===== src/srt_defines.svh =====
`ifndef SRT_DEFINES_SVH
`define SRT_DEFINES_SVH

// ==========================================================
// Transmit clock divider
`define SRT_SYS_CLOCK_KHZ     4000
`define SRT_TX_CLOCK_KHZ      500
`define SRT_DIV_CYCLE         (`SRT_SYS_CLOCK_KHZ / `SRT_TX_CLOCK_KHZ)
`define SRT_DIV_PRESET        4'h8
`define SRT_DIV_MAX           4'hf
`define SRT_DIV_TAP           2

// ==========================================================
// Input buffer
`define SRT_BUF_WORDS         16
`define SRT_BUF_ADDR_W        4
`define SRT_WORD_W            16
`define SRT_ADDR_RESET        4'h0

// ==========================================================
// Idle frame loop
`define SRT_IDLE_W            8
`define SRT_IDLE_PATTERN      8'h7e
`define SRT_IDLE_ROTATE       2
`define SRT_IDLE_HOLD_RESET   8'h7e

`endif


===== src/srt_pkg.sv =====
package srt_pkg;
  typedef logic [3:0]  srt_addr_t;
  typedef logic [15:0] srt_word_t;
  typedef logic [7:0]  srt_byte_t;
  typedef enum logic [1:0]
  {
    SRT_LD_IDLE = 2'b00,
    SRT_LD_ARM  = 2'b01,
    SRT_LD_WAIT = 2'b10
  } srt_idle_load_t;
endpackage : srt_pkg


===== src/srt_clock_divider.sv =====
`timescale 1ns/1ps
`default_nettype none
`include "srt_defines.svh"

module srt_clock_divider
(
  input  wire logic CLOCK,
  input  wire logic RST,
  input  wire logic zero_insert_pause_n,
  output logic      divider_bit2,
  output logic      tx_rise,
  output logic      gated_tx_rise
);
  import srt_pkg::*;

  logic [3:0] count;
  logic       carry_n;

  // ==========================================================
  // Divider
  assign carry_n = ~(count == `SRT_DIV_MAX);

  // Inverted carry reloads the preset: eight states per period
  always_ff @(posedge CLOCK or posedge RST)
  begin
    if (RST)
      count <= `SRT_DIV_PRESET;
    else if (!carry_n)
      count <= `SRT_DIV_PRESET;
    else
      count <= count + 4'h1;
  end

  // Bit 2 is high for counts c..f, low for 8..b: even split
  assign divider_bit2 = count[`SRT_DIV_TAP];

  // Rising edge of the transmit clock happens as count goes b -> c
  assign tx_rise       = (count == 4'hb);
  assign gated_tx_rise = tx_rise & zero_insert_pause_n;

  chk_div_period: assert property (@(posedge CLOCK)
    disable iff (RST) tx_rise |=> !tx_rise [*7] ##1 tx_rise)
    else $error("Transmit clock period is not eight cycles");
  chk_div_duty: assert property (@(posedge CLOCK)
    disable iff (RST) $rose(divider_bit2) |->
      divider_bit2 [*4] ##1 !divider_bit2)
    else $error("Transmit clock high time is not four cycles");
endmodule : srt_clock_divider
`default_nettype wire


===== src/srt_tx_front_end.sv =====
`timescale 1ns/1ps
`default_nettype none
`include "srt_defines.svh"

// Functional notes
// - Transmit clock is system clock divided by eight, 500 kHz from 4 MHz.
// - Divider counts to maximum; inverted carry reloads eight next clock.
// - Transmit clock is divider bit two, giving an even duty cycle.
// - Free-running and gated clocks; gated one skips a cycle during pause.
// - Serial data sent at half a megabit, without receiver permission.
// - No error recovery: no retransmission or acknowledgement handling.
// - 16x16 buffer, address selector, read/write counters, comparator.
// - During load, write counter addresses memory, steps per strobe.
// - Match flag low when addresses differ, high when buffer empty.
// - After write cycle, memory address returns to the read counter.
// - Read counter advances each time a word moves to shift register.
// - Both counters clear at reset and on idle sync loss.
// - Idle byte held in register, moved to shifter on gated clock.
// - Shifter last stage is idle output and feeds back to its input.
// - Idle stream deserialised and compared against pattern rotated by two.
// - Match gives idle strobe at start of each idle frame.
// - Pause asserted after five ones; zero inserted, gated clock skips.
module srt_tx_front_end
(
  input  wire logic              CLOCK,
  input  wire logic              RST,
  input  wire logic              ZERO_INSERT_PAUSE_N,
  input  wire logic              LOAD_WORDS_CMD_N,
  input  wire logic              WRITE_STROBE,
  input  wire srt_pkg::srt_word_t WRITE_DATA,
  input  wire logic              WORD_TAKE,
  input  wire logic              SYNC_LOST,
  input  wire logic              LOAD_IDLE,
  input  wire srt_pkg::srt_byte_t IDLE_DATA,
  output logic                   TX_CLOCK,
  output logic                   GATED_TX_CLOCK,
  output logic                   TX_RISE,
  output logic                   GATED_TX_RISE,
  output srt_pkg::srt_word_t     READ_WORD,
  output logic                   BUFFER_ADDR_MATCH,
  output srt_pkg::srt_addr_t     WRITE_ADDR,
  output srt_pkg::srt_addr_t     READ_ADDR,
  output logic                   IDLE_STREAM,
  output logic                   IDLE_STROBE
);
  import srt_pkg::*;

  // Byte rotate left by n, used to strap the compare pattern
  function automatic srt_byte_t rotl(input srt_byte_t v, input int n);
    srt_byte_t r;
    r = v;
    for (int i = 0; i < n; i++)
      r = {r[6:0], r[7]};
    return r;
  endfunction : rotl

  logic           divider_bit2;
  logic           tx_rise;
  logic           gated_tx_rise;
  logic           gated_level;
  logic           load_active;
  logic           load_cmd_q;
  srt_addr_t      write_addr;
  srt_addr_t      read_addr;
  srt_addr_t      mem_addr;
  srt_word_t      mem [`SRT_BUF_WORDS];
  srt_word_t      read_word;
  srt_byte_t      idle_hold_reg;
  srt_byte_t      idle_tx_shifter;
  srt_byte_t      idle_rx_deserializer;
  logic           idle_pending;
  logic           idle_strobe;
  srt_idle_load_t idle_state;
  srt_idle_load_t next_idle_state;

  // ==========================================================
  // Transmit clock
  srt_clock_divider u_div
  (
    .CLOCK               (CLOCK),
    .RST                 (RST),
    .zero_insert_pause_n (ZERO_INSERT_PAUSE_N),
    .divider_bit2        (divider_bit2),
    .tx_rise             (tx_rise),
    .gated_tx_rise       (gated_tx_rise)
  );

  // Gated copy holds low for the skipped period so no edge appears
  always_ff @(posedge CLOCK or posedge RST)
  begin
    if (RST)
      gated_level <= 1'b0;
    else if (gated_tx_rise)
      gated_level <= 1'b1;
    else if (tx_rise)
      gated_level <= 1'b0;
    else if (!divider_bit2)
      gated_level <= 1'b0;
  end

  assign TX_CLOCK       = divider_bit2;
  assign GATED_TX_CLOCK = gated_level & divider_bit2;
  assign TX_RISE        = tx_rise;
  assign GATED_TX_RISE  = gated_tx_rise;

  // ==========================================================
  // Input buffer load window
  // Frames go out once; nothing here waits for an acknowledgement
  always_ff @(posedge CLOCK or posedge RST)
  begin
    if (RST)
      load_cmd_q <= 1'b0;
    else
      load_cmd_q <= ~LOAD_WORDS_CMD_N;
  end

  // Window opens two clocks after command start, closes after its end
  always_ff @(posedge CLOCK or posedge RST)
  begin
    if (RST)
      load_active <= 1'b0;
    else if (load_cmd_q && !LOAD_WORDS_CMD_N)
      load_active <= 1'b1;
    else if (!load_cmd_q && LOAD_WORDS_CMD_N)
      load_active <= 1'b0;
  end

  // ==========================================================
  // Address counters
  always_ff @(posedge CLOCK or posedge RST)
  begin
    if (RST)
      write_addr <= `SRT_ADDR_RESET;
    else if (SYNC_LOST)
      write_addr <= `SRT_ADDR_RESET;
    else if (load_active && WRITE_STROBE)
      write_addr <= write_addr + 4'h1;
  end

  always_ff @(posedge CLOCK or posedge RST)
  begin
    if (RST)
      read_addr <= `SRT_ADDR_RESET;
    else if (SYNC_LOST)
      read_addr <= `SRT_ADDR_RESET;
    else if (WORD_TAKE && !load_active)
      read_addr <= read_addr + 4'h1;
  end

  // Two-way address selector
  assign mem_addr = load_active ? write_addr : read_addr;

  // ==========================================================
  // Buffer storage
  // No overrun guard: the controller sends sixteen words at most
  genvar gi;
  generate
    for (gi = 0; gi < `SRT_BUF_WORDS; gi++)
    begin : g_word
      always_ff @(posedge CLOCK)
      begin
        if (load_active && WRITE_STROBE && mem_addr == srt_addr_t'(gi))
          mem[gi] <= WRITE_DATA;
      end
    end
  endgenerate

  // Word handed to the data shift register when taken
  always_ff @(posedge CLOCK or posedge RST)
  begin
    if (RST)
      read_word <= 16'h0000;
    else if (WORD_TAKE && !load_active)
      read_word <= mem[mem_addr];
  end

  assign READ_WORD         = read_word;
  assign BUFFER_ADDR_MATCH = (write_addr == read_addr);
  assign WRITE_ADDR        = write_addr;
  assign READ_ADDR         = read_addr;

  // ==========================================================
  // Idle byte hold register, system clock domain
  always_ff @(posedge CLOCK or posedge RST)
  begin
    if (RST)
      idle_hold_reg <= `SRT_IDLE_HOLD_RESET;
    else if (LOAD_IDLE)
      idle_hold_reg <= IDLE_DATA;
  end

  // Transfer waits for the next gated edge, one edge late at most
  always_comb
  begin
    next_idle_state = idle_state;
    case (idle_state)
      SRT_LD_IDLE: if (LOAD_IDLE) next_idle_state = SRT_LD_ARM;
      SRT_LD_ARM:  next_idle_state = SRT_LD_WAIT;
      SRT_LD_WAIT: if (gated_tx_rise) next_idle_state = SRT_LD_IDLE;
      default:     next_idle_state = SRT_LD_IDLE;
    endcase
  end

  always_ff @(posedge CLOCK or posedge RST)
  begin
    if (RST)
      idle_state <= SRT_LD_IDLE;
    else
      idle_state <= next_idle_state;
  end

  assign idle_pending = (idle_state == SRT_LD_WAIT);

  // ==========================================================
  // Idle loop shifter, stepped by the gated transmit clock
  always_ff @(posedge CLOCK or posedge RST)
  begin
    if (RST)
      idle_tx_shifter <= `SRT_IDLE_HOLD_RESET;
    else if (gated_tx_rise && idle_pending)
      idle_tx_shifter <= idle_hold_reg;
    else if (gated_tx_rise)
      idle_tx_shifter <= {idle_tx_shifter[6:0], idle_tx_shifter[7]};
  end

  assign IDLE_STREAM = idle_tx_shifter[7];

  // ==========================================================
  // Idle deserialiser and comparator
  always_ff @(posedge CLOCK or posedge RST)
  begin
    if (RST)
      idle_rx_deserializer <= 8'h00;
    else if (gated_tx_rise)
      idle_rx_deserializer <= {idle_rx_deserializer[6:0], IDLE_STREAM};
  end

  // Pattern strapped two bits rotated; the match is registered, so the strobe comes one clock after the gated edge
  always_ff @(posedge CLOCK or posedge RST)
  begin
    if (RST)
      idle_strobe <= 1'b0;
    else
      idle_strobe <= gated_tx_rise && (idle_rx_deserializer ==
        rotl(`SRT_IDLE_PATTERN, `SRT_IDLE_ROTATE));
  end

  assign IDLE_STROBE = idle_strobe;

  // ==========================================================
  // Checks
  chk_empty_clear: assert property (@(posedge CLOCK)
    disable iff (RST) SYNC_LOST |=> BUFFER_ADDR_MATCH)
    else $error("Match flag not high after counter clear");
  chk_write_step: assert property (@(posedge CLOCK)
    disable iff (RST) load_active && WRITE_STROBE && !SYNC_LOST |=>
      write_addr == $past(write_addr) + 4'h1)
    else $error("Write counter did not advance");
  chk_read_step: assert property (@(posedge CLOCK)
    disable iff (RST) WORD_TAKE && !load_active && !SYNC_LOST |=>
      read_addr == $past(read_addr) + 4'h1)
    else $error("Read counter did not advance");
  chk_read_frozen: assert property (@(posedge CLOCK)
    disable iff (RST) load_active && !SYNC_LOST |=> $stable(read_addr))
    else $error("Read counter moved during a load");
  chk_sync_clear: assert property (@(posedge CLOCK)
    disable iff (RST) SYNC_LOST |=> write_addr == 4'h0 && read_addr == 4'h0)
    else $error("Counters not cleared on sync loss");
  chk_sel_read: assert property (@(posedge CLOCK)
    disable iff (RST) !load_active |-> mem_addr == read_addr)
    else $error("Selector not on read counter");
  chk_load_open: assert property (@(posedge CLOCK)
    disable iff (RST) $fell(LOAD_WORDS_CMD_N) ##1 !LOAD_WORDS_CMD_N
      |=> load_active)
    else $error("Load window did not open");
  chk_load_close: assert property (@(posedge CLOCK)
    disable iff (RST) load_active && LOAD_WORDS_CMD_N ##1 LOAD_WORDS_CMD_N
      |=> !load_active)
    else $error("Load window did not close");
  chk_idle_xfer: assert property (@(posedge CLOCK)
    disable iff (RST) gated_tx_rise && idle_pending |=>
      idle_tx_shifter == $past(idle_hold_reg))
    else $error("Idle byte not moved into the shifter");
  chk_idle_loop: assert property (@(posedge CLOCK)
    disable iff (RST) gated_tx_rise && !idle_pending |=>
      idle_tx_shifter[0] == $past(idle_tx_shifter[7]))
    else $error("Idle loop feedback broken");
  chk_pause_hold: assert property (@(posedge CLOCK)
    disable iff (RST) tx_rise && !ZERO_INSERT_PAUSE_N |=> $stable(idle_tx_shifter))
    else $error("Idle shifter moved during pause");
  chk_gated_skip: assert property (@(posedge CLOCK)
    disable iff (RST) tx_rise && !ZERO_INSERT_PAUSE_N |=> !GATED_TX_CLOCK [*4])
    else $error("Gated clock pulsed in a skipped period");
  chk_gated_run: assert property (@(posedge CLOCK)
    disable iff (RST) gated_tx_rise |=> GATED_TX_CLOCK [*4] ##1 !GATED_TX_CLOCK)
    else $error("Gated clock high time is not four cycles");
  chk_strobe_cause: assert property (@(posedge CLOCK)
    disable iff (RST) idle_strobe |-> $past(gated_tx_rise))
    else $error("Idle strobe without gated edge");
  chk_strobe_single: assert property (@(posedge CLOCK)
    disable iff (RST) idle_strobe |=> !idle_strobe)
    else $error("Idle strobe wider than one cycle");
endmodule : srt_tx_front_end
`default_nettype wire


===== config.mk =====
export PLATFORM = sky130hd
export DESIGN_NAME = srt_tx_front_end
export DESIGN_NICKNAME = d
export VERILOG_FILES = /design/src/srt_pkg.sv /design/src/srt_clock_divider.sv /design/src/srt_tx_front_end.sv
export VERILOG_INCLUDE_DIRS = /design/src
export SDC_FILE = /design/constraint.sdc
export NUM_CORES = 1
export LEC_CHECK = 0
export ABC_AREA = 1
export ABC_CLOCK_PERIOD_IN_PS = 2900
export BUFFER_PORTS_ARGS = -buffer_cell sky130_fd_sc_hd__buf_2
export CAP_MARGIN = 20
export CORE_MARGIN = 5
export CORE_UTILIZATION = 45
export DETAILED_ROUTE_END_ITERATION = 8
export PLACE_DENSITY = 0.7
export SLEW_MARGIN = 20
export SYNTH_ARGS = -nofsm -noshare
export SYNTH_HDL_FRONTEND = slang
export SYNTH_SLANG_ARGS = --single-unit

===== constraint.sdc =====
create_clock -name CLOCK -period 2.9 [get_ports CLOCK]
set_clock_uncertainty 0.15 [all_clocks]
set_input_delay 0.29 -clock CLOCK [delete_from_list [all_inputs] [get_ports CLOCK]]
set_output_delay 0.29 -clock CLOCK [all_outputs]
set_load 0.1 [all_outputs]

Word-level counts from Yosys, hierarchy flattened
Memories as Yosys holds them, arrays and structs flattened. A register that Yosys moved wholly into a read port is not among the register bits.
Cells that the tools add are included.
- reduce and logical (&&, ||, !) cells: 47
- mux-type cells: 93
- bitwise gates (word level): 3
- add/sub/neg operators: 3
- eq/ne operators: 24
- operators with widths (cell ; number):
    two-way mux 16 bit ; 15
    OR reduction 16 bit ; 15
    two-way mux 4 bit ; 21
    two-way mux 1 bit ; 52
    == test 4 bit (second input constant) ; 10
    logical AND 1 bit ; 22
    == test 4 x 3 -> 1 bit (second input constant) ; 4
    two-way mux 8 bit ; 2
    adder 4 x 1 -> 4 bit (second input constant) ; 3
    == test 4 x 2 -> 1 bit (second input constant) ; 2
    == test 8 bit (second input constant) ; 1
    nonzero test 2 bit ; 4
    one-hot mux 2 bit (3 select lines) ; 1
    == test 4 x 1 -> 1 bit (second input constant) ; 1
    == test 4 bit ; 1
    logical NOT 4 bit ; 1
    two-way mux 2 bit ; 2
    inequality test 2 bit (second input constant) ; 2
    logical NOT 1 bit ; 3
    inequality test 3 x 2 -> 1 bit (second input constant) ; 1
    bitwise AND 1 bit ; 2
    == test 2 x 1 -> 1 bit (second input constant) ; 1
    == test 2 bit (second input constant) ; 1
    logical NOT 2 bit ; 1
    2 further kinds ; 2
- flip-flop bits (word level): 42
- memory bits (writable): 256
- input port bits: 32
- logic and storage cells: 182
- memories kept: 1
- output and inout port bits: 31
- memories (memory ; words ; bits a word ; rd ports ; clocked after memory_dff ; wr ports ; line ; RTL):
    mem ; 16 ; 16 ; 1 ; 1 ; 1 ; srt_tx_front_end.sv:66 ; srt_word_t mem [`SRT_BUF_WORDS];

Depth between registers and ports, before layout
- word-level depth: 21
- mapped depth: 14
- depth with buffers taken out: 11

Modules after synthesis
A second synthesis with hierarchy kept.
- cell total of the unflattened synthesis: 1268
- area, all modules: 13223.9 µm²
- by module, submodules not included (module ; times used ; area each (µm²) ; cells each ; seq. area each (µm²)):
    srt_tx_front_end ; 1 ; 13031.2 ; 1248 ; 9053.7
    srt_clock_divider ; 1 ; 192.7 ; 20 ; 101.3

Worst setup path after synthesis
OpenSTA, ideal clock, no wires.
- kind: reg2out
- start: register read_addr[2], in the netlist READ_ADDR[2]
- end: output BUFFER_ADDR_MATCH
- data required time: 2.460 ns
- arrival time: 3.562 ns
- stages on the path, launching flop included: 5
- path slack: -1.102 ns
- path buffers: 0
- cell sequence: dfrtp_1 -> inv_1 -> nand2_1 -> nand3_1 -> a221oi_1
- cells in the longest elaborated chain, start to end: 1
- ends and longest elaborated chain (element ; line ; RTL):
    from (decl) ; srt_tx_front_end.sv:64 ; srt_addr_t read_addr;
    from (signal assigned) ; srt_tx_front_end.sv:143 ; read_addr <= `SRT_ADDR_RESET;
    from (signal assigned) ; srt_tx_front_end.sv:145 ; read_addr <= `SRT_ADDR_RESET;
    from (signal assigned) ; srt_tx_front_end.sv:147 ; read_addr <= read_addr + 4'h1;
    == test 4 bit ; srt_tx_front_end.sv:178 ; assign BUFFER_ADDR_MATCH = (write_addr == read_addr);
    to (decl) ; srt_tx_front_end.sv:40 ; output logic BUFFER_ADDR_MATCH,
Every way passes these cells.

Final worst setup path
- start: register load_active
- end: register read_word[7], in the netlist READ_WORD[7] (read register of mem)
- cells in the longest elaborated chain, start to end: 2
- elaborated cells on any way between the ends: 3
- classes of those cells: mux (1); reduce/logical (2)
- ends and longest elaborated chain (element ; line ; RTL):
    from (decl) ; srt_tx_front_end.sv:61 ; logic load_active;
    from (signal assigned) ; srt_tx_front_end.sv:121 ; load_active <= 1'b0;
    from (signal assigned) ; srt_tx_front_end.sv:123 ; load_active <= 1'b1;
    from (signal assigned) ; srt_tx_front_end.sv:125 ; load_active <= 1'b0;
    logical NOT 1 bit ; srt_tx_front_end.sv:173 ; else if (WORD_TAKE && !load_active)
    logical AND 1 bit ; srt_tx_front_end.sv:173 ;
    to (decl) ; srt_tx_front_end.sv:67 ; srt_word_t read_word;
Parallel ways exist; a longest one is shown, timed or not.
A chain may end at the register's enable or synchronous reset.

==> results.sh <==
export IMPL_hold_buffers=38
export IMPL_worstPathMaxFanout=21
export IMPL_synth_top_family_by_area="simple AND/OR/NAND/NOR gates"
export IMPL_ys_seq_area_share_pct=69.16
export IMPL_yosys_mux_area_fraction_pct=0.08507
export IMPL_dieArea_um2=32950
export IMPL_fillCellCount=2433
export IMPL_n_antenna_cell=0
export IMPL_layout_drive_gt1_share_pct=14.16
export IMPL_power_density_nw_per_um2=753.4
export IMPL_syn_nets=1300
export IMPL_final_area_um2=15440
export IMPL_overflow=0
export IMPL_met1_usage_pct=28.33
export IMPL_synthAdderAreaFrac_pct=0.3781
export IMPL_rsz0062_at_grt="no"
export IMPL_die_w_um=181.5
export IMPL_stdcell_count=1782
export IMPL_root_buffer="clkbuf_16"
export IMPL_post_place_cells=1687
export IMPL_synthSimpleGateAreaFrac_pct=24.31
export IMPL_clk_path_buf_depth=3
export IMPL_wl_per_cell_um=18.43
export IMPL_rows=62
export IMPL_gp_congestion=0.8234
export IMPL_cts_resized=0
export IMPL_cts_tree="done"
export IMPL_crit_type="reg -> reg"
export IMPL_gr_usage_met3_pct=3.862
export IMPL_drv_cap=0
export IMPL_dp_hpwl_mm=19.75
export IMPL_fin_hold_ws_ns=0.01691
export IMPL_grt_max_degree=65
export IMPL_status="completed"
export IMPL_clk_latency_ns=0.55
export IMPL_area_delta_synth_final_pct=16.65
export IMPL_yosysWarnings=0
export IMPL_largest_reg_flops=256
export IMPL_arrival_ns=2.76
export IMPL_max_slew_margin_pct=43.93
export IMPL_dr_pass1_iters=5
export IMPL_grt_usage_pct=19.64
export IMPL_synth_ff_latch_count=314
export IMPL_layout_min_cycle_time_ns=2.474
export IMPL_hp_class="in -> reg"
export IMPL_cts_setup_buffers=0
export IMPL_use_met2_pct=31.14
export IMPL_path_clk_slew_ns=0.06
export IMPL_antenna_found_initial=0
export IMPL_fmax_mhz=404.2
export IMPL_numPortBuffers=62
export IMPL_critPathCaptureType="register"
export IMPL_drc_errors=0
export IMPL_p_comb_share_pct=22.0
export IMPL_slew_viol_final=0
export IMPL_required_ns=3.18
export IMPL_vdd_drop_max_v=0.0004282
export IMPL_top_register="mem"
export IMPL_avgViaCountPerCell=5.251
export IMPL_cts_buffers=31
export IMPL_switching_share_pct=32.36
export IMPL_drt_total_wl_mm=32.85
export IMPL_synth_cells=1264
export IMPL_htree_levels=1
export IMPL_clkPwrFrac_pct=32.3
export IMPL_grt_pass1_vias=9082
export IMPL_p_seq_share_pct=45.7
export IMPL_place_area_um2=14110
export IMPL_net_switching_power_mw=3.765
export IMPL_finalNetCount=1410
export IMPL_avgSynthCellArea_um2=10.47
export IMPL_core_area_um2=28860
export IMPL_cts_sinks=314
export IMPL_synth_compound_area_share_pct=1.909
export IMPL_cp_start_kind="register"
export IMPL_drtIter0Drc=892
export IMPL_netlist_area_um2=13240
export IMPL_setup_violations_final=0
export IMPL_post_route_period_util_pct=85.31
export IMPL_dieHeight_um=181.5
export IMPL_p_int_mw=7.869
export IMPL_finalHoldViolCount=0
export IMPL_num_io_pins=63
export IMPL_synth_xor_area_share_pct=0.1323
export IMPL_top_usage_layer="met2"
export IMPL_worst_slew_pin_slew_ns=0.8411
export IMPL_vias=9357
export IMPL_leakagePower_nw=6.311
export IMPL_synth_cell_type_count=31
export IMPL_grt_pass1_wl_mm=51.53
export IMPL_final_antenna_net_count=0
export IMPL_start_util_pct=45.87
[cell type report]
type	instances	area, um^2	share of cell area [%]
Inverter	38	147.6	0.9561
Sequential cell	314	9158	59.30
Clock inverter	18	140.1	0.9075
Timing Repair Buffer	143	1089	7.049
Clock buffer	39	805.8	5.218
Tap cell	384	480.5	3.111
Multi-Input combinational cell	846	3622	23.46
[kinds of logic after synthesis]
logic type      after synthesis
simple gates                792
flops                       314
buf+inv                     104
compound gates               47
fa+ha+maj                     4
xor+xnor                      2
mux                           1
[placed cells by master, fill, tap and decap left out, types with 2 or more instances in the layout]
cell type and instances:
nand2_1 537, edfxtp_1 256, nand3_1 170, buf_2 62
nor2_1 54, dfrtp_1 43, dlygate4sd3_1 38, buf_4 37
o21ai_0 36, inv_1 32, clkbuf_16 31, nor2_2 16
dfstp_2 13, clkinv_2 8, clkbuf_1 8, clkinv_1 7
buf_12 6, nand2_2 5, a21oi_1 5, clkinvlp_4 4
nor3_1 4, ha_1 4, inv_2 3, dfrtp_2 2
nor2_4 2, o21ai_2 2, bufinv_16 2
[cell usage after synthesis, drive strengths merged]
library cell	instances	area share [%]
dfrtp	45	8.5
a21oi	5	0.19
nand2	543	15
buf	54	2.6
a211oi	1	0.057
a221oi	1	0.066
nand4	1	0.047
dfstp	13	2.6
inv	37	1.0
o21ai	39	1.5
edfxtp	256	58
ha	4	0.38
clkinv	1	0.028
a41oi	1	0.066
or2	1	0.047
xor2	1	0.066
nor3	4	0.15
nand3	170	6.4
xnor2	1	0.066
clkbuf	12	0.34
nor4	1	0.047
mux2	1	0.085
nor2	72	2.1
[final timing paths]
check                                               start                                   to  slack, ns  cells past startpoint
worst max-delay path              load_active$_DFFE_PP0P_             READ_WORD[7]$_DFFE_PP0P_       0.43                     13
worst min-delay path                  ZERO_INSERT_PAUSE_N  idle_rx_deserializer[0]$_DFFE_PP0P_       0.02                      4
worst max register to register    load_active$_DFFE_PP0P_             READ_WORD[7]$_DFFE_PP0P_       0.43                     13
worst min register to register  idle_state[1]$_DFFE_PP0P_            idle_state[0]$_DFFE_PP0P_       0.29                      1
max in group asynchronous                             RST            READ_WORD[11]$_DFFE_PP0P_       1.70                      4
min in group asynchronous                             RST             READ_WORD[2]$_DFFE_PP0P_       0.27                      3
[per-stage QoR]
stage	util (%)	TNS [ns]	setup WS [ns]	total power, mW
5_1_grt	53.51	0	0.2408	12.14
4_1_cts	53.51	0	0.4358	11.68
2_1_floorplan	-	-6.261	-0.1916	7.236
6_report	53.51	0	0.4261	11.63
3_3_place_gp	48.91	0	0.5035	7.866
3_5_place_dp	48.91	0	0.4619	7.900
[power groups by stage]
stage,logic [mW],clock network [mW],registers [mW]
after floorplan,1.22,0,6.02
after global placement,2.47,0,5.40
after detailed placement,2.49,0,5.41
after CTS,2.55,3.81,5.32
after global routing,2.78,4.02,5.34
final,2.56,3.76,5.32
[per-layer routing]
metal | vias to the layer above | share of wire (%)
met2 | 392 | 46
li1 | 4455 | -
met5 | - | 0
met1 | 4456 | 44
met4 | 0 | 2.0
met3 | 54 | 8.3
[critical path, cell delays in order, from the launching register on]
cell,delay (ns)
dfrtp_1,0.61
inv_2,0.11
nand2_2,0.11
nand2_4,0.20
buf_4,0.28
buf_4,0.18
nand2_1,0.06
nand2_1,0.05
nand2_1,0.05
nand2_1,0.05
nand2_1,0.05
nand3_1,0.13
nor2_1,0.23
nor2_1,0.06
Power figures use the tool's default switching activity.
